==> config.mk <==
export PLATFORM = sky130hd
export DESIGN_NAME = scad_decoder
export DESIGN_NICKNAME = d
export VERILOG_FILES = /design/src/verilog/scad_pkg.sv /design/src/verilog/scad_counter.sv /design/src/verilog/scad_decoder.sv
export SDC_FILE = /design/constraint.sdc
export NUM_CORES = 1
export LEC_CHECK = 0
export ABC_AREA = 1
export BUFFER_PORTS_ARGS = -buffer_cell sky130_fd_sc_hd__buf_2
export CAP_MARGIN = 25
export CORE_MARGIN = 10
export CORE_UTILIZATION = 30
export DETAILED_ROUTE_END_ITERATION = 10
export PLACE_DENSITY = 0.56
export SLEW_MARGIN = 20
export SYNTH_ARGS = -nofsm -noshare
export SYNTH_HDL_FRONTEND = slang
export SYNTH_SLANG_ARGS = --single-unit
==> constraint.sdc <==
create_clock -name core_clk -period 3.1 [get_ports core_clk]
set_clock_uncertainty 0.2 [all_clocks]
set_input_delay 0.31 -clock core_clk [delete_from_list [all_inputs] [get_ports core_clk]]
set_output_delay 0.31 -clock core_clk [all_outputs]
set_load 0.03 [all_outputs]
==> src/verilog/scad_pkg.sv <==
`default_nettype none
package scad_pkg;
    // ------------------------------------------------------------
    // opcode patterns and field positions
    // ------------------------------------------------------------
    localparam logic [6:0] SCAD_OP_SUB_RM = 7'h14;   // 0010100w
    localparam logic [6:0] SCAD_OP_SUB_MR = 7'h15;   // 0010101w
    localparam logic [6:0] SCAD_OP_SUB_AI = 7'h16;   // 0010110w
    localparam logic [6:0] SCAD_OP_SBB_RM = 7'h0C;   // 0001100w
    localparam logic [6:0] SCAD_OP_SBB_MR = 7'h0D;   // 0001101w
    localparam logic [6:0] SCAD_OP_SBB_AI = 7'h0E;   // 0001110w
    localparam logic [6:0] SCAD_OP_CMP_RM = 7'h1C;   // 0011100w
    localparam logic [6:0] SCAD_OP_CMP_MR = 7'h1D;   // 0011101w
    localparam logic [6:0] SCAD_OP_CMP_AI = 7'h1E;   // 0011110w
    localparam logic [6:0] SCAD_OP_GRP_FF = 7'h7F;   // 1111111w
    localparam logic [6:0] SCAD_OP_GRP_F7 = 7'h7B;   // 1111011w
    localparam logic [5:0] SCAD_OP_IMM = 6'h20;      // 100000sw
    localparam logic [4:0] SCAD_OP_DECR = 5'h09;     // 01001 reg
    localparam logic [7:0] SCAD_OP_AAA = 8'h37;
    localparam logic [7:0] SCAD_OP_AAS = 8'h3F;
    localparam logic [7:0] SCAD_OP_DAA = 8'h27;
    localparam logic [7:0] SCAD_OP_DAS = 8'h2F;
    localparam logic [2:0] SCAD_SLOT_SUB = 3'h5;
    localparam logic [2:0] SCAD_SLOT_SBB = 3'h3;
    localparam logic [2:0] SCAD_SLOT_CMP = 3'h7;
    localparam logic [2:0] SCAD_SLOT_DEC = 3'h1;
    localparam logic [2:0] SCAD_SLOT_NEG = 3'h3;
    localparam logic [2:0] SCAD_SLOT_MUL = 3'h4;
    localparam logic [1:0] SCAD_MOD_REG = 2'h3;
    // ------------------------------------------------------------
    // clock counts
    // ------------------------------------------------------------
    localparam logic [5:0] SCAD_CLK_2 = 6'h02;
    localparam logic [5:0] SCAD_CLK_4 = 6'h04;
    localparam logic [5:0] SCAD_CLK_5 = 6'h05;
    localparam logic [5:0] SCAD_CLK_6 = 6'h06;
    localparam logic [5:0] SCAD_CLK_7 = 6'h07;
    localparam logic [5:0] SCAD_CLK_MUL_R_MIN = 6'h0C;  // 12
    localparam logic [5:0] SCAD_CLK_MUL_R_MAX = 6'h11;  // 17
    localparam logic [5:0] SCAD_CLK_MUL_M_MIN = 6'h0F;  // 15
    localparam logic [5:0] SCAD_CLK_MUL_M_MAX = 6'h14;  // 20
    localparam logic [5:0] SCAD_CLK_NONE = 6'h00;
    // ------------------------------------------------------------
    // operation codes
    // ------------------------------------------------------------
    typedef enum logic [3:0] {
        SCAD_NONE = 4'h0,
        SCAD_MINUS = 4'h1,
        SCAD_BORROW_MINUS = 4'h2,
        SCAD_STEP_DOWN = 4'h3,
        SCAD_COMPARE = 4'h4,
        SCAD_SIGN_FLIP = 4'h5,
        SCAD_ASCII_ADD_FIX = 4'h6,
        SCAD_ASCII_MINUS_FIX = 4'h7,
        SCAD_BCD_ADD_FIX = 4'h8,
        SCAD_BCD_MINUS_FIX = 4'h9,
        SCAD_UNSIGNED_PRODUCT = 4'hA
    } scad_op_e;
    typedef enum logic [1:0] {
        SCAD_ST_IDLE = 2'b00,
        SCAD_ST_BUSY = 2'b01
    } scad_state_e;
endpackage : scad_pkg
`default_nettype wire

==> src/verilog/scad_counter.sv <==
`timescale 1ns/10ps
`default_nettype none
// ------------------------------------------------------------
// execution clock counter
// ------------------------------------------------------------
module scad_counter
    import scad_pkg::*;
#(
    parameter int CW = 6
) (
    input wire logic core_clk,
    input wire logic reset,
    input wire logic clk_en,
    input wire logic load,
    input wire logic [CW-1:0] count,
    output logic busy,
    output logic done
);
    logic [CW-1:0] cnt_r;
    logic [CW-1:0] cnt_nxt;
    wire logic one_left = (cnt_r == CW'(1));

    // load starts a count, each enabled edge takes one away until it reaches zero, then it holds
    assign cnt_nxt = load ? count : (cnt_r != '0) ? cnt_r - CW'(1) : cnt_r;
    assign busy = (cnt_r != '0);
    assign done = busy && one_left && clk_en;

    always_ff @(posedge core_clk) begin
        if (reset) begin
            cnt_r <= '0;
        end else if (clk_en) begin
            cnt_r <= cnt_nxt;
        end
    end
endmodule : scad_counter
`default_nettype wire

==> src/verilog/scad_decoder.sv <==
`timescale 1ns/10ps
`default_nettype none
// Function
// [RL1] subtract 0010100w is 7 clocks, 0010101w is 6 clocks, addressing byte follows
// [RL2] subtract immediate 100000sw slot 101: 2 register, 7 memory
// [RL3] subtract accumulator short form 0010110w takes 2 clocks
// [RL4] borrow subtract register pair 000110dw takes 2 clocks
// [RL5] borrow subtract 0001100w is 7 clocks, 0001101w is 6 clocks
// [RL6] borrow subtract immediate 100000sw slot 011: 2 register, 7 memory
// [RL7] borrow subtract accumulator short form 0001110w takes 2 clocks
// [RL8] decrement 1111111w slot 001 is 2/6; short 01001reg is 2
// [RL9] compare register pair 2, 0011100w 5, 0011101w 6 clocks
// [RL10] compare immediate 100000sw slot 111: 2 register, 5 memory
// [RL11] compare accumulator short form 0011110w takes 2 clocks
// [RL12] sign flip 1111011w slot 011: 2 register, 6 memory
// [RL13] 00110111 ascii add fix, 00111111 ascii minus fix, 4 clocks
// [RL14] 00100111 bcd add fix, 00101111 bcd minus fix, 4 clocks
// [RL15] product 1111011w slot 100, byte: 12-17 register, 15-20 memory
// [RL16] w picks byte or full size, s sign-extends, d picks direction
// [RL17] paired counts: first for register operand, second for memory
// [RL18] same counts in real, virtual-8086 and protected modes
module scad_decoder
    import scad_pkg::*;
(
    input wire logic core_clk,
    input wire logic reset,
    input wire logic clk_en,
    input wire logic insn_valid,
    output logic insn_ready,
    input wire logic [7:0] opcode,
    input wire logic [7:0] modrm,
    input wire logic [1:0] cpu_mode,
    input wire logic [5:0] mul_extra,
    output logic [3:0] op_code,
    output logic op_byte,
    output logic op_sext_imm,
    output logic op_reg_is_dest,
    output logic op_mem,
    output logic op_has_modrm,
    output logic op_has_imm,
    output logic [2:0] op_reg,
    output logic [5:0] op_clocks,
    output logic op_illegal,
    output logic exec_busy,
    output logic exec_done
);
    // ------------------------------------------------------------
    // opcode field decode
    // ------------------------------------------------------------
    wire logic [6:0] hi7 = opcode[7:1];
    wire logic [5:0] hi6 = opcode[7:2];
    wire logic [2:0] slot = modrm[5:3];
    wire logic is_mem = (modrm[7:6] != SCAD_MOD_REG); // [RL17]
    wire logic sub_rm = (hi7 == SCAD_OP_SUB_RM);
    wire logic sub_mr = (hi7 == SCAD_OP_SUB_MR);
    wire logic sub_ai = (hi7 == SCAD_OP_SUB_AI);
    wire logic sbb_rm = (hi7 == SCAD_OP_SBB_RM);
    wire logic sbb_mr = (hi7 == SCAD_OP_SBB_MR);
    wire logic sbb_ai = (hi7 == SCAD_OP_SBB_AI);
    wire logic cmp_rm = (hi7 == SCAD_OP_CMP_RM);
    wire logic cmp_mr = (hi7 == SCAD_OP_CMP_MR);
    wire logic cmp_ai = (hi7 == SCAD_OP_CMP_AI);
    wire logic imm_grp = (hi6 == SCAD_OP_IMM);
    wire logic ff_grp = (hi7 == SCAD_OP_GRP_FF);
    wire logic f7_grp = (hi7 == SCAD_OP_GRP_F7);
    wire logic dec_short = (opcode[7:3] == SCAD_OP_DECR);
    wire logic adj_aaa = (opcode == SCAD_OP_AAA);
    wire logic adj_aas = (opcode == SCAD_OP_AAS);
    wire logic adj_daa = (opcode == SCAD_OP_DAA);
    wire logic adj_das = (opcode == SCAD_OP_DAS);
    wire logic imm_sub = imm_grp && (slot == SCAD_SLOT_SUB);
    wire logic imm_sbb = imm_grp && (slot == SCAD_SLOT_SBB);
    wire logic imm_cmp = imm_grp && (slot == SCAD_SLOT_CMP);
    wire logic ff_dec = ff_grp && (slot == SCAD_SLOT_DEC);
    wire logic f7_neg = f7_grp && (slot == SCAD_SLOT_NEG);
    wire logic f7_mul = f7_grp && (slot == SCAD_SLOT_MUL);
    wire logic one_byte = dec_short || adj_aaa || adj_aas || adj_daa || adj_das;
    wire logic short_ai = sub_ai || sbb_ai || cmp_ai;
    wire logic modrm_fmt = sub_rm || sub_mr || sbb_rm || sbb_mr || cmp_rm || cmp_mr
                           || imm_sub || imm_sbb || imm_cmp || ff_dec || f7_neg || f7_mul;
    wire logic known = one_byte || short_ai || modrm_fmt;
    // two-operand forms: memory addressing gives the fixed count, register pair 2
    wire logic two_op = sub_rm || sub_mr || sbb_rm || sbb_mr || cmp_rm || cmp_mr;
    // multiply range picked by the datapath's early-out; clamp keeps it legal
    wire logic [5:0] mul_min = is_mem ? SCAD_CLK_MUL_M_MIN : SCAD_CLK_MUL_R_MIN;
    wire logic [5:0] mul_max = is_mem ? SCAD_CLK_MUL_M_MAX : SCAD_CLK_MUL_R_MAX;
    // one spare bit: min plus a large early-out value must not wrap below the minimum
    wire logic [6:0] mul_sum = {1'b0, mul_min} + {1'b0, mul_extra};
    wire logic [5:0] mul_clk = (mul_sum > {1'b0, mul_max}) ? mul_max : mul_sum[5:0]; // [RL15]

    // ------------------------------------------------------------
    // operation and clock count selection, mode-independent
    // ------------------------------------------------------------
    wire logic [3:0] op_sel =
        (sub_rm || sub_mr || sub_ai || imm_sub) ? 4'(SCAD_MINUS) :
        (sbb_rm || sbb_mr || sbb_ai || imm_sbb) ? 4'(SCAD_BORROW_MINUS) :
        (cmp_rm || cmp_mr || cmp_ai || imm_cmp) ? 4'(SCAD_COMPARE) :
        (ff_dec || dec_short) ? 4'(SCAD_STEP_DOWN) :
        f7_neg ? 4'(SCAD_SIGN_FLIP) :
        f7_mul ? 4'(SCAD_UNSIGNED_PRODUCT) :
        adj_aaa ? 4'(SCAD_ASCII_ADD_FIX) :
        adj_aas ? 4'(SCAD_ASCII_MINUS_FIX) :
        adj_daa ? 4'(SCAD_BCD_ADD_FIX) :
        adj_das ? 4'(SCAD_BCD_MINUS_FIX) : 4'(SCAD_NONE); // [RL13] [RL14]
    wire logic [5:0] clk_sel =
        (two_op && !is_mem) ? SCAD_CLK_2 :                 // [RL4] [RL9]
        (sub_rm || sbb_rm) ? SCAD_CLK_7 :                  // [RL1] [RL5]
        (sub_mr || sbb_mr || cmp_mr) ? SCAD_CLK_6 :        // [RL1] [RL5] [RL9]
        cmp_rm ? SCAD_CLK_5 :                              // [RL9]
        short_ai ? SCAD_CLK_2 :                            // [RL3] [RL7] [RL11]
        (imm_sub || imm_sbb) ? (is_mem ? SCAD_CLK_7 : SCAD_CLK_2) : // [RL2] [RL6]
        imm_cmp ? (is_mem ? SCAD_CLK_5 : SCAD_CLK_2) :     // [RL10]
        (ff_dec || f7_neg) ? (is_mem ? SCAD_CLK_6 : SCAD_CLK_2) : // [RL8] [RL12]
        dec_short ? SCAD_CLK_2 :                           // [RL8]
        f7_mul ? mul_clk :
        (adj_aaa || adj_aas || adj_daa || adj_das) ? SCAD_CLK_4 : SCAD_CLK_NONE;
    // cpu_mode is deliberately not used in the count [RL18]

    // ------------------------------------------------------------
    // handshake: one instruction at a time
    // ------------------------------------------------------------
    scad_state_e state_r;
    logic busy;
    logic take;
    assign insn_ready = (state_r == SCAD_ST_IDLE);
    assign take = insn_valid && insn_ready && clk_en;
    assign exec_busy = busy;

    scad_counter #(
        .CW(6)
    ) u_counter (
        .core_clk(core_clk),
        .reset(reset),
        .clk_en(clk_en),
        .load(take && known),
        .count(clk_sel),
        .busy(busy),
        .done(exec_done)
    );

    // state: busy from a take of a known instruction until the counter runs out
    always_ff @(posedge core_clk) begin
        if (reset) begin
            state_r <= SCAD_ST_IDLE;
        end else if (clk_en) begin
            if (take && known) begin
                state_r <= SCAD_ST_BUSY;
            end else if (exec_done) begin
                state_r <= SCAD_ST_IDLE;
            end
        end
    end

    // decoded fields latched on take
    always_ff @(posedge core_clk) begin
        if (reset) begin
            op_code <= 4'(SCAD_NONE);
            op_byte <= 1'b0;
            op_sext_imm <= 1'b0;
            op_reg_is_dest <= 1'b0;
            op_mem <= 1'b0;
            op_has_modrm <= 1'b0;
            op_has_imm <= 1'b0;
            op_reg <= 3'h0;
            op_clocks <= SCAD_CLK_NONE;
            op_illegal <= 1'b0;
        end else if (take) begin
            op_code <= op_sel;
            op_byte <= !opcode[0] && !dec_short;              // [RL16]
            op_sext_imm <= imm_grp && opcode[1];               // [RL16]
            op_reg_is_dest <= two_op && opcode[1];             // [RL16]
            op_mem <= modrm_fmt && is_mem;
            op_has_modrm <= modrm_fmt;
            op_has_imm <= short_ai || imm_sub || imm_sbb || imm_cmp;
            op_reg <= dec_short ? opcode[2:0] : modrm[2:0];
            op_clocks <= clk_sel;
            op_illegal <= !known;
        end
    end

    // ------------------------------------------------------------
    // checks
    // ------------------------------------------------------------
    a_sub_mem_seven: assert property (@(posedge core_clk) disable iff (reset)
        take && sub_rm && is_mem |=> op_clocks == SCAD_CLK_7) // [RL1]
        else $error("subtract from memory count wrong");
    a_imm_sub_count: assert property (@(posedge core_clk) disable iff (reset)
        take && imm_sub |=> op_clocks == ($past(is_mem) ? SCAD_CLK_7 : SCAD_CLK_2)) // [RL2]
        else $error("immediate subtract count wrong");
    a_short_acc_two: assert property (@(posedge core_clk) disable iff (reset)
        take && short_ai |=> op_clocks == SCAD_CLK_2 && op_has_imm) // [RL3]
        else $error("short accumulator count wrong");
    a_sbb_reg_pair: assert property (@(posedge core_clk) disable iff (reset)
        take && sbb_rm && !is_mem |=> op_clocks == SCAD_CLK_2
        && op_code == 4'(SCAD_BORROW_MINUS)) // [RL4]
        else $error("borrow register pair count wrong");
    a_cmp_imm_count: assert property (@(posedge core_clk) disable iff (reset)
        take && imm_cmp && is_mem |=> op_clocks == SCAD_CLK_5) // [RL10]
        else $error("compare immediate memory count wrong");
    a_neg_mem_six: assert property (@(posedge core_clk) disable iff (reset)
        take && f7_neg && is_mem |=> op_clocks == SCAD_CLK_6) // [RL12]
        else $error("sign flip memory count wrong");
    a_adjust_four: assert property (@(posedge core_clk) disable iff (reset)
        take && (adj_aaa || adj_das) |=> op_clocks == SCAD_CLK_4) // [RL13] [RL14]
        else $error("adjust count wrong");
    a_mul_in_range: assert property (@(posedge core_clk) disable iff (reset)
        take && f7_mul && !is_mem |=> op_clocks >= SCAD_CLK_MUL_R_MIN
        && op_clocks <= SCAD_CLK_MUL_R_MAX) // [RL15]
        else $error("product count out of range");
    a_cmp_mem_six: assert property (@(posedge core_clk) disable iff (reset)
        take && cmp_mr && is_mem |=> op_clocks == SCAD_CLK_6) // [RL9]
        else $error("compare register with memory count wrong");
    a_mul_mem_range: assert property (@(posedge core_clk) disable iff (reset)
        take && f7_mul && is_mem |=> op_clocks >= SCAD_CLK_MUL_M_MIN
        && op_clocks <= SCAD_CLK_MUL_M_MAX) // [RL15]
        else $error("product memory count out of range");
    // second cycle ends the count unless a stall held it back
    a_dec_busy_len: assert property (@(posedge core_clk) disable iff (reset)
        take && dec_short |=> exec_busy ##1 (!clk_en || !$past(clk_en) || exec_done)) // [RL8]
        else $error("decrement did not end after two clocks");
    c_mul_mem: cover property (@(posedge core_clk) take && f7_mul && is_mem);
    c_cmp_short: cover property (@(posedge core_clk) take && cmp_ai);
    c_done: cover property (@(posedge core_clk) exec_done);
    c_illegal: cover property (@(posedge core_clk) take && !known);
endmodule : scad_decoder
`default_nettype wire

Word-level counts from Yosys, hierarchy flattened --
Cells that the tools add are included.
Word-level totals: bits in registers 28, input port bits 28, output and inout port bits 23, word-level logic and storage cells 136
Operators by class: $add $sub $neg 2, magnitude comparators 1, eq/ne operators 24, muxes and demuxes 32, reductions and logical operators 65
Operator list (count):
- 2-to-1 mux 6 bit | 13
- == test 7 x 5 -> 1 bit, second input constant | 6
- 2-to-1 mux 4 bit | 10
- logical OR 1 bit | 39
- == test 8 x 6 -> 1 bit, second input constant | 4
- == test 7 x 4 -> 1 bit, second input constant | 3
- 2-to-1 mux 3 bit | 6
- logical AND 1 bit | 16
- == test 7 bit, second input constant | 2
- == test 3 bit, second input constant | 3
- adder 4 x 6 -> 7 bit | 1
- > comparator 7 x 5 -> 1 bit | 1
- == test 6 x 1 -> 1 bit, second input constant | 1
- == test 6 bit, second input constant | 1
- 2-to-1 mux 2 bit | 3
- nonzero test 6 bit | 1
- subtractor 6 x 1 -> 6 bit, second input constant | 1
- == test 5 x 4 -> 1 bit, second input constant | 1
- zero test 1 bit | 4
- AND reduction 2 bit | 2
- nonzero test 2 bit | 2
- == test 3 x 1 -> 1 bit, second input constant | 1
- == test 3 x 2 -> 1 bit, second input constant | 1
- zero test 2 bit | 1
- != test 2 bit, second input constant | 1

Logic depth before layout (Yosys ltp) --
word-level depth 16, mapped depth 21, gate-level depth less buffers 21

Hierarchy --
From an unflattened synthesis, not the netlist that was laid out.
Unflattened totals: cells, all modules 314, area total of the unflattened synthesis 1999.4 µm²
By module, submodules not included:
- scad_decoder | times used 1, cells each 242, area an instance 1557.7 µm², seq. area each 420.4 µm²
- scad_counter | times used 1, cells each 72, area an instance 441.7 µm², seq. area each 120.1 µm²

Least setup slack after synthesis --
No wires, ideal clock.
path type in2reg, start input modrm[6], end register op_clocks[0], setup time 0.067 ns, arrival 2.510 ns, required time 2.833 ns, path slack 0.323 ns, stages 20, buffers on the path 0, path through nand2_1 -> ha_1 -> fa_1 -> xnor2_1 -> ha_1 -> a21oi_1 -> nand2_1 -> nand2_1 -> nand2_1 -> nand2_1 -> nand2_1 -> nand2_1 -> nand3_1 -> nand2_1 -> nand2_1 -> nand2_1 -> nand2_1 -> nand2_1 -> nand3_2 -> a21oi_2
Between the ends: cells in the longest elaborated chain, start to end 15, elaborated cells on any way between the ends 20, those cells by class add/sub (1); order compare (1); eq/ne (1); mux (15); reduce/logical (2)
RTL lines:
- from (decl) | RTL line scad_decoder.sv:31 | input wire logic [7:0] modrm,
- != test 2 bit (*) | RTL line scad_decoder.sv:53 | wire logic is_mem = (modrm[7:6] != SCAD_MOD_REG);
- 2-to-1 mux 2 bit | RTL line scad_decoder.sv:85 | wire logic [5:0] mul_min = is_mem ? SCAD_CLK_MUL_M_MIN : SCAD_CLK_MUL_R_MIN;
- adder 4 x 6 -> 7 bit | RTL line scad_decoder.sv:88 | wire logic [6:0] mul_sum = {1'b0, mul_min} + {1'b0, mul_extra};
- > comparator 7 x 5 -> 1 bit | RTL line scad_decoder.sv:89 | wire logic [5:0] mul_clk = (mul_sum > {1'b0, mul_max}) ? mul_max : mul_sum[5:0];
- 2-to-1 mux 6 bit | RTL line scad_decoder.sv:89
- 2-to-1 mux 6 bit | RTL line scad_decoder.sv:115 | f7_mul ? mul_clk :
- 2-to-1 mux 6 bit | RTL line scad_decoder.sv:114 | dec_short ? SCAD_CLK_2 :
- 2-to-1 mux 6 bit | RTL line scad_decoder.sv:113 | (ff_dec || f7_neg) ? (is_mem ? SCAD_CLK_6 : SCAD_CLK_2) :
- 2-to-1 mux 6 bit | RTL line scad_decoder.sv:112 | imm_cmp ? (is_mem ? SCAD_CLK_5 : SCAD_CLK_2) :
- 2-to-1 mux 6 bit | RTL line scad_decoder.sv:111 | (imm_sub || imm_sbb) ? (is_mem ? SCAD_CLK_7 : SCAD_CLK_2) :
- 2-to-1 mux 6 bit | RTL line scad_decoder.sv:110 | short_ai ? SCAD_CLK_2 :
- 2-to-1 mux 6 bit | RTL line scad_decoder.sv:109 | cmp_rm ? SCAD_CLK_5 :
- 2-to-1 mux 6 bit | RTL line scad_decoder.sv:108 | (sub_mr || sbb_mr || cmp_mr) ? SCAD_CLK_6 :
- 2-to-1 mux 6 bit | RTL line scad_decoder.sv:107 | (sub_rm || sbb_rm) ? SCAD_CLK_7 :
- 2-to-1 mux 6 bit (*) | RTL line scad_decoder.sv:106 | (two_op && !is_mem) ? SCAD_CLK_2 :
- to (signal assigned) | RTL line scad_decoder.sv:176 | op_clocks <= clk_sel;
- to (decl) | RTL line scad_decoder.sv:42 | output logic [5:0] op_clocks,
Mark *: on every way between the ends. The rest lies on a longest branch, timed or not. A chain may end at the register's enable or synchronous reset.

Worst setup path in the final report --
Same ends and word-level chain as after synthesis.

==> flow_summary.yaml <==
sta:
  fin_tns_setup_ns: 0
  max_freq_ghz: 0.369
  final-max-slew-violation-count: 0
  setup_viol: 0
  fin_hold_ws_ns: 0.140
  timing.final.crit_share: 0.874
  hold_violations: 0
  slew_headroom: 0.697
  min_period_ns: 2.71
  worst_pin_slew_ns: 0.454
  rsz0062_at_grt: "false"
synth:
  async_flop_share: 0
  synthAdderAreaFrac: 0.0508
  synth-edff-count: 0
  synth.cell_area_um2: 1870
  synth-seq-cells: 27
  synth.avg_cell_area_um2: 6.70
  synth_compound_area_frac: 0.175
  synth_nets: 314
  synthCells: 279
  synth_cell_types: 38
  synth_top_family_by_area: "simple AND/OR/NAND/NOR gates"
  ys_warn_count: 0
  yosys.area_share.simple: 0.367
  synth-main-ff-cell: "dfxtp_1"
  synth_xor_xnor_area_share: 0.0234
  yosysSeqAreaShare: 0.289
  synth_area_leaders: "dfxtp_1, nand2_1, inv_1, a21oi_1, nand3_1"
  synth_top_cell_area_share: 0.289
  synthMuxAreaShare: 0
  yosys.area.top_type: "dfxtp_1"
worst_setup_path:
  critical_path.max_fanout: 6
  cp_data_arrival_time_ns: 2.72
  r2r-start: "state_r[0]"
  end_kind: "flip-flop"
  regToRegSetupSlack_ns: 1.23
  startpoint_type: "input pin"
  cp.required_ns: 3.11
  critical_path_class: "in -> reg"
  startpoint: "modrm[6]"
detailed_routing:
  drt_wl_total_um: 5100
  vias: 1915
  wl_met3_um: 376
  via_per_inst: 4.74
  first_iter_violations: 97
  m1WireLength_um: 2500
  first_pass_iters: 4
  wl_met2_um: 2200
  ant_nets: 0
  drcViolationCount: 0
  wl_per_cell_um: 12.6
  top_layer_used: "met4"
layout:
  synthToLayoutAreaGrowth_pct: 20.5
  diodes: 0
  final_common_cell: "nand2_1"
  layout.nets: 365
  reg_top3: "op_clocks x6, u_counter.cnt_r x6, op_code x4"
  final-instance-count-excl-fill: 404
  final_cell_mix: "nand2_1, buf_2, inv_1, dfxtp_1, a21oi_1"
  multi_input_area_um2: 1150
  drive_gt1_frac: 0.252
  regArea_um2: 541
  n_fill_cell: 673
placement:
  dp_hpwl_um: 4130
  dp_cells: 400
  place_congestion: 0.861
  port-buffer-count: 48
clock_tree:
  cts_buffers: 3
  path_clk_slew_ns: 0.09
  postCtsHoldBufs: 0
  htree_num_levels: 1
  cts.sinks: 27
  post-cts-setup-buffers: 0
  cts_buffer_depth: 2
  clock_latency_ns: 0.28
  cts_resized: 0
  cts_tree: "done"
  cts-root-buf: "clkbuf_8"
global_route:
  grt_pass1_wl_um: 8880
  grt_max_degree: 17
  grt_use_total: 0.105
  antenna_found_initial: 0
  overflow: 0
  grt_pass1_vias: 1902
min_path:
  hp-start: "reset"
  hp-class: "in -> reg"
pwr:
  p_leak_nw: 1.15
  power_density_nw_per_um2: 440
  ir_drop_mv: 0.230
die:
  fp.coreArea_um2: 5990
  die_y_um: 99.0
  start_util: 0.312
  ios: 51
  die_w_um: 99.0
  die_area_um2: 9790
  row_count: 28
flow_run:
  drv_cap: 0
run_status:
  outcome: "completed"
-- routing by layer --
metal  vias to the layer above  GRT usage
met4                         0     0.0198
li1                       1028          -
met3                         2     0.0335
met5                         -          0
met1                       841      0.138
met2                        44      0.165
-- cells in the mapped netlist (2+ instances only) --
cell type and count:
o21ai_1 8, a21oi_2 2, xnor2_1 3, nand4_1 3, o21ai_2 2, o21ai_0 13, nand2_1 61, nor3_1 9
clkbuf_1 5, nor2_1 20, dfxtp_1 27, a21oi_1 22, nor3_2 2, ha_1 6, nand3_1 21, nand3b_1 2
a41oi_1 2, nand4_2 2, inv_1 33, o211ai_1 5, nand2_4 3, inv_2 7, nand3_2 5, xor2_1 2
-- final timing paths --
| kind | cells after the start | end |
|---|---|---|
| worst max-delay path | 21 | op_clocks[0] |
| worst min-delay path | 2 | op_clocks[0] |
| worst max register to register | 8 | op_code[2] |
| worst min register to register | 2 | op_clocks[5] |
-- metrics by stage --
stage / area (µm²) / total power, mW / setup slack [ns] / util
2_1_floorplan: 1870 / 0.697 / 0.323 / -
3_3_place_gp: 2210 / 0.794 / 0.0935 / 0.369
3_5_place_dp: 2210 / 0.798 / 0.0904 / 0.369
4_1_cts: 2250 / 1.00 / 0.367 / 0.376
5_1_grt: 2250 / 1.08 / 0.0409 / 0.376
6_report: 2250 / 0.993 / 0.390 / 0.376
-- critical path, stage by stage --
cell and delay, ns:
buf_2 0.07, nand2_1 0.07, ha_1 0.21, fa_1 0.40
xnor2_1 0.23, ha_1 0.28, a21oi_1 0.14, nand2_1 0.06
nand2_1 0.05, nand2_1 0.04, nand2_1 0.07, nand2_1 0.12
nand2_1 0.09, nand3_1 0.07, nand2_1 0.06, nand2_1 0.05
nand2_1 0.06, nand2_1 0.05, nand2_1 0.07, nand3_2 0.09
a21oi_2 0.12
-- power by group --
| group | total [mW] | switching [mW] | leakage [nW] | internal [mW] |
|---|---|---|---|---|
| clock | 0.203 | 0.113 | 0.0255 | 0.0902 |
| sequential | 0.417 | 0.0329 | 0.221 | 0.385 |
| combinational | 0.373 | 0.238 | 0.906 | 0.135 |
| total | 0.993 | 0.383 | 1.15 | 0.610 |
-- layout make-up --
type / instances / area share
Timing Repair Buffer: 51 / 0.117
Tap cell: 75 / 0.0416
Inverter: 42 / 0.0705
Sequential cell: 27 / 0.240
Multi-Input combinational cell: 205 / 0.511
Clock buffer: 3 / 0.0183
Clock inverter: 1 / 0.00222
-- kinds of logic (layout without fill, tap and decap cells) --
kind of cell               count (synthesis)  in the layout
AOI/OAI and AO/OA                         57             57
DFF                                       27             27
adders and majority gates                  7              7
and+or+nand+nor                          136            136
xor gates and xnor gates                   5              5
buffers and inverters                     47             97
Note: power is estimated with default switching activity, not from simulation.
